<file path="src/design/fcc_map.svh">
`ifndef FCC_MAP_SVH
`define FCC_MAP_SVH

// bits handled by one logic cell (two function generators)
`define FCC_CELL_BITS   2
// carry and sum value after reset
`define FCC_RST_BIT     1'b0
`define FCC_RST_SUM     2'h0

`endif

</file>
<file path="src/design/fcc_pkg.sv">
package fcc_pkg;

  // static configuration of one logic cell
  typedef struct packed {
    logic high_cap;       // 1: high-capacity variant, 0: base variant
    logic dir_down;       // base variant only: chain runs downward
    logic subtract;       // borrow mode, operand b inverted
    logic init_zero_sel;  // high-capacity: zero choice on input-four selector
    logic col_top;        // cell sits at the top of its column
    logic col_bottom;     // cell sits at the bottom of its column
  } fcc_cfg_type;

  // operand bits shared with the two function generators
  typedef struct packed {
    logic [1:0] op_a;
    logic [1:0] op_b;
  } fcc_opnd_type;

  // all registered state of the cell
  typedef struct packed {
    logic [1:0] sum;
    logic       carry_up;
    logic       carry_down;
    logic       carry_right;
  } fcc_state_type;

endpackage

</file>
<file path="src/design/fcc_cell.sv">
`timescale 1ns/1ns
// Functional notes
// - each generator has its own carry/borrow logic feeding the next generator directly.
// - the two generators of a cell form a 2-bit adder with internal carry; cells cascade.
// - in the base variant the chain can run upward or downward through a column.
// - in the base variant the carry passes sideways to the right column at a column end.
// - the high-capacity chain runs upward only; downward carries use general routing.
// - a high-capacity cell carries out only at the top and has no downward carry input.
// - high-capacity zero choice on input four lets that input drive the carry directly.
// - the carry logic shares the generator operands and its carries feed the sums.
// - in the high-capacity variant the pass-through carry has no direction selector.
`include "fcc_map.svh"

module fcc_cell (
  // clock and reset
  input  wire logic                 core_clk,
  input  wire logic                 reset_n,
  // configuration
  input  wire fcc_pkg::fcc_cfg_type  cfg,
  // operands
  input  wire fcc_pkg::fcc_opnd_type opnd,
  input  wire logic                 second_gen_input_four,
  // carries from neighbouring cells
  input  wire logic                 carry_from_below,
  input  wire logic                 downward_carry_input,
  input  wire logic                 side_carry_input,
  // results
  output logic [1:0]                sum_out,
  output logic                      carry_output,
  output logic                      carry_output_down,
  output logic                      carry_right
);

  fcc_pkg::fcc_state_type state_reg;
  fcc_pkg::fcc_state_type state_next;

  logic                        carry_in;
  logic [`FCC_CELL_BITS:0]     chain;
  logic [`FCC_CELL_BITS-1:0]   sum_c;

  // carry-in source selection
  always_comb begin
    if (cfg.high_cap) begin
      // single upward path, no direction selector in the pass-through
      carry_in = cfg.init_zero_sel ? second_gen_input_four : carry_from_below;
    end else if (cfg.dir_down) begin
      // entering at the top of a column, the carry arrives from the side
      carry_in = cfg.col_top ? side_carry_input : downward_carry_input;
    end else begin
      carry_in = cfg.col_bottom ? side_carry_input : carry_from_below;
    end
  end

  assign chain[0] = carry_in;

  // one full adder stage per function generator
  genvar gi;
  generate
    for (gi = 0; gi < `FCC_CELL_BITS; gi = gi + 1) begin : g_bit
      logic opb;
      assign opb          = opnd.op_b[gi] ^ cfg.subtract;
      assign sum_c[gi]    = opnd.op_a[gi] ^ opb ^ chain[gi];
      assign chain[gi+1]  = (opnd.op_a[gi] & opb) | (opnd.op_a[gi] & chain[gi])
                          | (opb & chain[gi]);
    end
  endgenerate

  // route the cell carry out upward, downward or to the right neighbour
  always_comb begin
    state_next             = state_reg;
    state_next.sum         = sum_c;
    state_next.carry_up    = `FCC_RST_BIT;
    state_next.carry_down  = `FCC_RST_BIT;
    state_next.carry_right = `FCC_RST_BIT;
    if (cfg.high_cap) begin
      state_next.carry_up = chain[`FCC_CELL_BITS];
    end else if (cfg.dir_down) begin
      if (cfg.col_bottom) begin
        state_next.carry_right = chain[`FCC_CELL_BITS];
      end else begin
        state_next.carry_down = chain[`FCC_CELL_BITS];
      end
    end else begin
      if (cfg.col_top) begin
        state_next.carry_right = chain[`FCC_CELL_BITS];
      end else begin
        state_next.carry_up = chain[`FCC_CELL_BITS];
      end
    end
  end

  // state register
  always_ff @(posedge core_clk) begin
    if (!reset_n) begin
      state_reg.sum         <= `FCC_RST_SUM;
      state_reg.carry_up    <= `FCC_RST_BIT;
      state_reg.carry_down  <= `FCC_RST_BIT;
      state_reg.carry_right <= `FCC_RST_BIT;
    end else begin
      state_reg <= state_next;
    end
  end

  // outputs straight from the state register
  assign sum_out           = state_reg.sum;
  assign carry_output      = state_reg.carry_up;
  assign carry_output_down = state_reg.carry_down;
  assign carry_right       = state_reg.carry_right;

  // checks on registered results one cycle after the operands
  property p_gen_carry;
    @(posedge core_clk) disable iff (!reset_n)
    (!cfg.high_cap && !cfg.dir_down && !cfg.col_top && !cfg.col_bottom && !cfg.subtract
     && opnd.op_a == 2'h3 && opnd.op_b == 2'h3) |=> carry_output;
  endproperty
  a_gen_carry: assert property (p_gen_carry) else $error("generated carry missing");

  property p_two_bit_add;
    @(posedge core_clk) disable iff (!reset_n)
    (cfg.high_cap && !cfg.init_zero_sel && !cfg.subtract && !carry_from_below
     && opnd.op_a == 2'h1 && opnd.op_b == 2'h1) |=> (sum_out == 2'h2 && !carry_output);
  endproperty
  a_two_bit_add: assert property (p_two_bit_add) else $error("internal carry wrong");

  property p_down_pass;
    @(posedge core_clk) disable iff (!reset_n)
    (!cfg.high_cap && cfg.dir_down && !cfg.col_top && !cfg.col_bottom && !cfg.subtract
     && opnd.op_a == 2'h3 && opnd.op_b == 2'h0)
    |=> (carry_output_down == $past(downward_carry_input) && !carry_output);
  endproperty
  a_down_pass: assert property (p_down_pass) else $error("downward chain broken");

  property p_side_exit;
    @(posedge core_clk) disable iff (!reset_n)
    (!cfg.high_cap && !cfg.dir_down && cfg.col_top && !cfg.col_bottom && !cfg.subtract
     && opnd.op_a == 2'h3 && opnd.op_b == 2'h0)
    |=> (carry_right == $past(carry_from_below) && !carry_output);
  endproperty
  a_side_exit: assert property (p_side_exit) else $error("column end carry not sideways");

  property p_up_only;
    @(posedge core_clk) disable iff (!reset_n)
    cfg.high_cap |=> (!carry_output_down && !carry_right);
  endproperty
  a_up_only: assert property (p_up_only) else $error("high-cap carry left downward");

  property p_init_path;
    @(posedge core_clk) disable iff (!reset_n)
    (cfg.high_cap && cfg.init_zero_sel && !cfg.subtract && opnd.op_a == 2'h3
     && opnd.op_b == 2'h0) |=> (carry_output == $past(second_gen_input_four));
  endproperty
  a_init_path: assert property (p_init_path) else $error("input four not driving carry");

  property p_borrow;
    @(posedge core_clk) disable iff (!reset_n)
    (cfg.high_cap && !cfg.init_zero_sel && cfg.subtract && carry_from_below
     && opnd.op_a == 2'h2 && opnd.op_b == 2'h2) |=> (sum_out == 2'h0 && carry_output);
  endproperty
  a_borrow: assert property (p_borrow) else $error("subtract result wrong");

  property p_no_dir_mux;
    @(posedge core_clk) disable iff (!reset_n)
    (cfg.high_cap && !cfg.init_zero_sel && !cfg.subtract && opnd.op_a == 2'h3
     && opnd.op_b == 2'h0) |=> (carry_output == $past(carry_from_below));
  endproperty
  a_no_dir_mux: assert property (p_no_dir_mux) else $error("pass-through carry wrong");

  property p_full_add;
    @(posedge core_clk) disable iff (!reset_n)
    (cfg.high_cap && !cfg.init_zero_sel && !cfg.subtract && carry_from_below
     && opnd.op_a == 2'h1 && opnd.op_b == 2'h0) |=> (sum_out == 2'h2 && !carry_output);
  endproperty
  a_full_add: assert property (p_full_add) else $error("sum or majority carry wrong");

  property p_side_entry;
    @(posedge core_clk) disable iff (!reset_n)
    (!cfg.high_cap && !cfg.dir_down && !cfg.col_top && cfg.col_bottom && !cfg.subtract
     && opnd.op_a == 2'h3 && opnd.op_b == 2'h0)
    |=> (carry_output == $past(side_carry_input) && !carry_right);
  endproperty
  a_side_entry: assert property (p_side_entry) else $error("side carry not entering");

  property p_down_entry;
    @(posedge core_clk) disable iff (!reset_n)
    (!cfg.high_cap && cfg.dir_down && cfg.col_top && !cfg.col_bottom && !cfg.subtract
     && opnd.op_a == 2'h3 && opnd.op_b == 2'h0)
    |=> (carry_output_down == $past(side_carry_input) && !carry_output);
  endproperty
  a_down_entry: assert property (p_down_entry) else $error("downward entry wrong");

  property p_down_exit;
    @(posedge core_clk) disable iff (!reset_n)
    (!cfg.high_cap && cfg.dir_down && !cfg.col_top && cfg.col_bottom && !cfg.subtract
     && opnd.op_a == 2'h3 && opnd.op_b == 2'h0)
    |=> (carry_right == $past(downward_carry_input) && !carry_output_down);
  endproperty
  a_down_exit: assert property (p_down_exit) else $error("bottom carry not sideways");

  property p_one_exit;
    @(posedge core_clk) disable iff (!reset_n)
    !cfg.high_cap |=> $onehot0({carry_output, carry_output_down, carry_right});
  endproperty
  a_one_exit: assert property (p_one_exit) else $error("base carry on two exits");

  property p_down_no_up;
    @(posedge core_clk) disable iff (!reset_n)
    (!cfg.high_cap && cfg.dir_down) |=> !carry_output;
  endproperty
  a_down_no_up: assert property (p_down_no_up) else $error("downward chain left at top");

  property p_up_no_down;
    @(posedge core_clk) disable iff (!reset_n)
    (!cfg.high_cap && !cfg.dir_down) |=> !carry_output_down;
  endproperty
  a_up_no_down: assert property (p_up_no_down) else $error("upward chain left at bottom");

  property p_init_borrow;
    @(posedge core_clk) disable iff (!reset_n)
    (cfg.high_cap && cfg.init_zero_sel && cfg.subtract && second_gen_input_four
     && opnd.op_a == 2'h2 && opnd.op_b == 2'h2) |=> (sum_out == 2'h0 && carry_output);
  endproperty
  a_init_borrow: assert property (p_init_borrow) else $error("borrow init wrong");

endmodule

</file>
<file path="config.mk">
export PLATFORM = sky130hd
export DESIGN_NAME = fcc_cell
export DESIGN_NICKNAME = d
export VERILOG_FILES = /design/src/design/fcc_pkg.sv /design/src/design/fcc_cell.sv
export VERILOG_INCLUDE_DIRS = /design/src /design/src/design
export SDC_FILE = /design/constraint.sdc
export NUM_CORES = 1
export LEC_CHECK = 0
export BUFFER_PORTS_ARGS = -buffer_cell sky130_fd_sc_hd__buf_2
export CAP_MARGIN = 20
export CORE_AREA = 2 2 39 41
export DETAILED_ROUTE_END_ITERATION = 10
export DIE_AREA = 0 0 41 43
export GPL_TIMING_DRIVEN = 0
export PLACE_DENSITY = 0.52
export SLEW_MARGIN = 10
export SYNTH_ARGS = -nofsm -noshare
export SYNTH_HDL_FRONTEND = slang
export SYNTH_SLANG_ARGS = --single-unit
</file>
<file path="constraint.sdc">
create_clock -name core_clk -period 2 [get_ports core_clk]
set_input_delay 0.1 -clock core_clk [delete_from_list [all_inputs] [get_ports core_clk]]
set_output_delay 0.1 -clock core_clk [all_outputs]
set_load 0.02 [all_outputs]
</file>
* Yosys cells after proc, flatten, opt, wreduce, memory -nomap -nowiden
Cells that the tools add are included.
** Storage, ports and cells
- Output and inout port bits :: 5
- Register bits after elaboration :: 5
- Input bits :: 16
** Operators by class
- Reduce and logical (&&, ||, !) cells :: 2
- Bitwise logic cells :: 18
- Muxes and demuxes :: 11
** Operators by type and width (number)
- $mux 1 :: 11
- $and 1x1->1 :: 6
- $xor 1x1->1 :: 6
- $or 1x1->1 :: 4
- $reduce_or 4->1 :: 1
- $not 1->1 :: 2
- $reduce_or 2->1 :: 1

* Depth between registers and ports, before layout
- Depth after elaboration :: 12
- Depth in mapped cells :: 7
- Depth with buffers taken out :: 7

* Worst setup path before layout
No wires, ideal clock.
- Path kind :: input-to-reg
- Start point :: in cfg[4] in the netlist's numbering
- End point :: reg state_reg (netlist bit sum_out[1])
- Path slack :: 0.294 ns
- Cell stages on the path :: 6
- Arrival :: 1.591 ns
- Required time :: 1.885 ns
- Cell sequence :: or3_1 a21oi_1 a211oi_1 fa_1 fa_1 and2_1
** RTL lines
- from (decl) :: RTL line fcc_cell.sv:19 : input wire fcc_pkg::fcc_cfg_type cfg,
- to (signal assigned) :: RTL line fcc_cell.sv:100 : state_reg <= state_next;
- to (decl) :: RTL line fcc_cell.sv:34 : fcc_pkg::fcc_state_type state_reg;

==> flow_metrics.tcl <==
set metrics [dict create \
    peakVddDrop_mv 0.120 \
    grt_antenna_before_repair 0 \
    slew_headroom 0.807 \
    synth_area_um2 262 \
    yosysTopAreaCell "dfxtp_1" \
    finalCriticalPeriod_ps 1680 \
    maxCapViolations 0 \
    drt_iter0_markers 0 \
    num_vias 254 \
    grt_usage 0.0796 \
    clkSlewWorstSetupHoldPaths_ps 40 \
    min_from "cfg[0]" \
    setup_tns_ps 0 \
    gr-total-overflow 0 \
    cp_max_fo 6 \
    grt_first_pass_wirelength_um 890 \
    fin_util 0.295 \
    critPathLaunchType "input port" \
    yosys.area.top_type_share 0.383 \
    clockBufferDepth 2 \
    initial_core_util 0.189 \
    numCtsBuffers 3 \
    rsz0062_at_grt "no" \
    clock-sinks 5 \
    hold_viol_final 0 \
    ys_seq_elements 5 \
    max_freq_ghz 0.594 \
    firstDrtPassIters 1 \
    setup_viol 0 \
    gp_congestion 0.748 \
    status "complete, no violations" \
    dp_slack_ps 81.0 \
    hold_end "carry_output_down$_SDFF_PP0_" \
    dieArea_um2 1760 \
    finalCritPeriodShare 0.841 \
    finalPower_mw 0.297 \
    routed_wl_um 569 \
    setup.worst_path.class "input port to flop" \
    max_stage_delay_ps 420 \
    worstPathRequired_ps 2130 \
    post_cts_buffers 0 \
    synth_area_leaders "dfxtp_1, fa_1, mux2i_1" \
    cts-htree-levels 1 \
    fin_area_um2 408 \
    antenna_cells 0 \
    tightest_slew_ps 288 \
    crit_family "adder cells" \
    ys_warn_count 0 \
    drc 0 \
    holdCritPathClass "input port to flop" \
    synth_area_per_cell_um2 10.5 \
    dp_cells 61 \
    final_max_slew_viol_count 0 \
    synth_cells 25 \
    critPathBufInv 1 \
    whs_ps 79.9 \
    port_buffers 20 \
    via_per_inst 3.91 \
    cts_resized 0 \
    yosysSeqAreaShare 0.383 \
    cts_tree "built" \
    dieHeight_um 43 \
    place_area_um2 382 \
    synth_fp_nets 43 \
    wire_per_inst_um 8.75 \
    grt_max_degree 7 \
    cts-root-buf "clkbuf_4" \
    final_common_cell "buf_2" \
    fin_ws_ps 318 \
    p_leak_nw 0.203 \
    syn_to_final_growth_pct 56.0 \
    nets 68 \
    grt_pass1_vias 245 \
    pin_count 21 \
    drive_gt1_frac 0.469 \
    cp_common_cell "fa_1" \
    p_per_area_nw_per_um2 728 \
    ys_types 13 \
    die_w_um 41 \
    worstPathArrival_ps 1810 \
    endpoint_kind "flop" \
    drtAntennaViolNets 0 \
    layout_common_cells "buf_2, dfxtp_1, mux2i_1, nor2_1, clkbuf_4" \
    hold_depth 2 \
    num_rows 14 \
    dp.final_hpwl_um 490 \
    ctsHoldBuffers 0 \
    critPathSlowestCell "fa_1" \
    fin_cells 65 \
    core_um2 1380 \
    crit_chain "buf_2, or3_1, a21oi_1, a211oi_1, fa_1, fa_1, and2_1" \
]
[Yosys cell counts]
cell	number
and2_1	2
or3b_1	1
nor2_1	3
nor4b_1	1
xor2_1	2
dfxtp_1	5
or3_1	1
a21oi_1	1
nor3_1	2
a211oi_1	1
fa_1	2
mux2i_1	3
nand2_1	1
[worst max path at each step]
stage          startpoint               endpoint  slack [ps]  cells after the start
6_report           cfg[4]  sum_out[1]$_SDFF_PN0_         320                      7
5_1_grt            cfg[4]  sum_out[1]$_SDFF_PN0_         230                      7
4_1_cts            cfg[4]  sum_out[1]$_SDFF_PN0_         330                      7
3_5_place_dp       cfg[4]  sum_out[1]$_SDFF_PN0_          80                      7
3_3_place_gp       cfg[4]  sum_out[1]$_SDFF_PN0_         100                      7
2_1_floorplan      cfg[4]  sum_out[1]$_SDFF_PN0_         290                      6
[sequential cells by signal, summed over array words and instances, names as in the netlist]
register and cells:
sum_out 2, carry_output_down 1, carry_output 1, carry_right 1
[layout make-up]
type / count / area, um^2
multi-input cells: 20 / 161
clock buffers: 4 / 26.3
flip-flops and latches: 5 / 100
well taps: 16 / 20.0
repair buffers: 20 / 100
fillers: 154 / 976
[metal layers]
| layer | global-route usage | share of wire | wire length (um) |
|---|---|---|---|
| met2 | 0.109 | 0.56 | 316 |
| met3 | 0.0314 | 0.060 | 34 |
| met1 | 0.0844 | 0.38 | 218 |
| met5 | 0 | 0 | 0 |
| met4 | 0.0800 | 0 | 0 |
[cells by family (layout without fill, tap and decap cells)]
| logic type | after synthesis | in the layout | share of synthesized area |
|---|---|---|---|
| multiplexers | 3 | 3 | 0.115 |
| adder cells (fa/ha/maj) | 2 | 2 | 0.153 |
| buffers and inverters | 0 | 24 | 0 |
| XOR/XNOR | 2 | 2 | 0.0670 |
| flip-flops | 5 | 5 | 0.383 |
| AO/OA/AOI/OAI | 2 | 2 | 0.0478 |
| AND/OR/NAND/NOR | 11 | 11 | 0.234 |
[report_power, final]
| part | leakage (nW) | switching (mW) | total [mW] | internal, mW |
|---|---|---|---|---|
| clock network | 0.0150 | 0.0375 | 0.113 | 0.0752 |
| logic | 0.147 | 0.0390 | 0.0724 | 0.0334 |
| registers | 0.0412 | 0.00179 | 0.112 | 0.110 |
| total | 0.203 | 0.0783 | 0.297 | 0.218 |
Note: power is estimated with default switching activity, not from simulation.
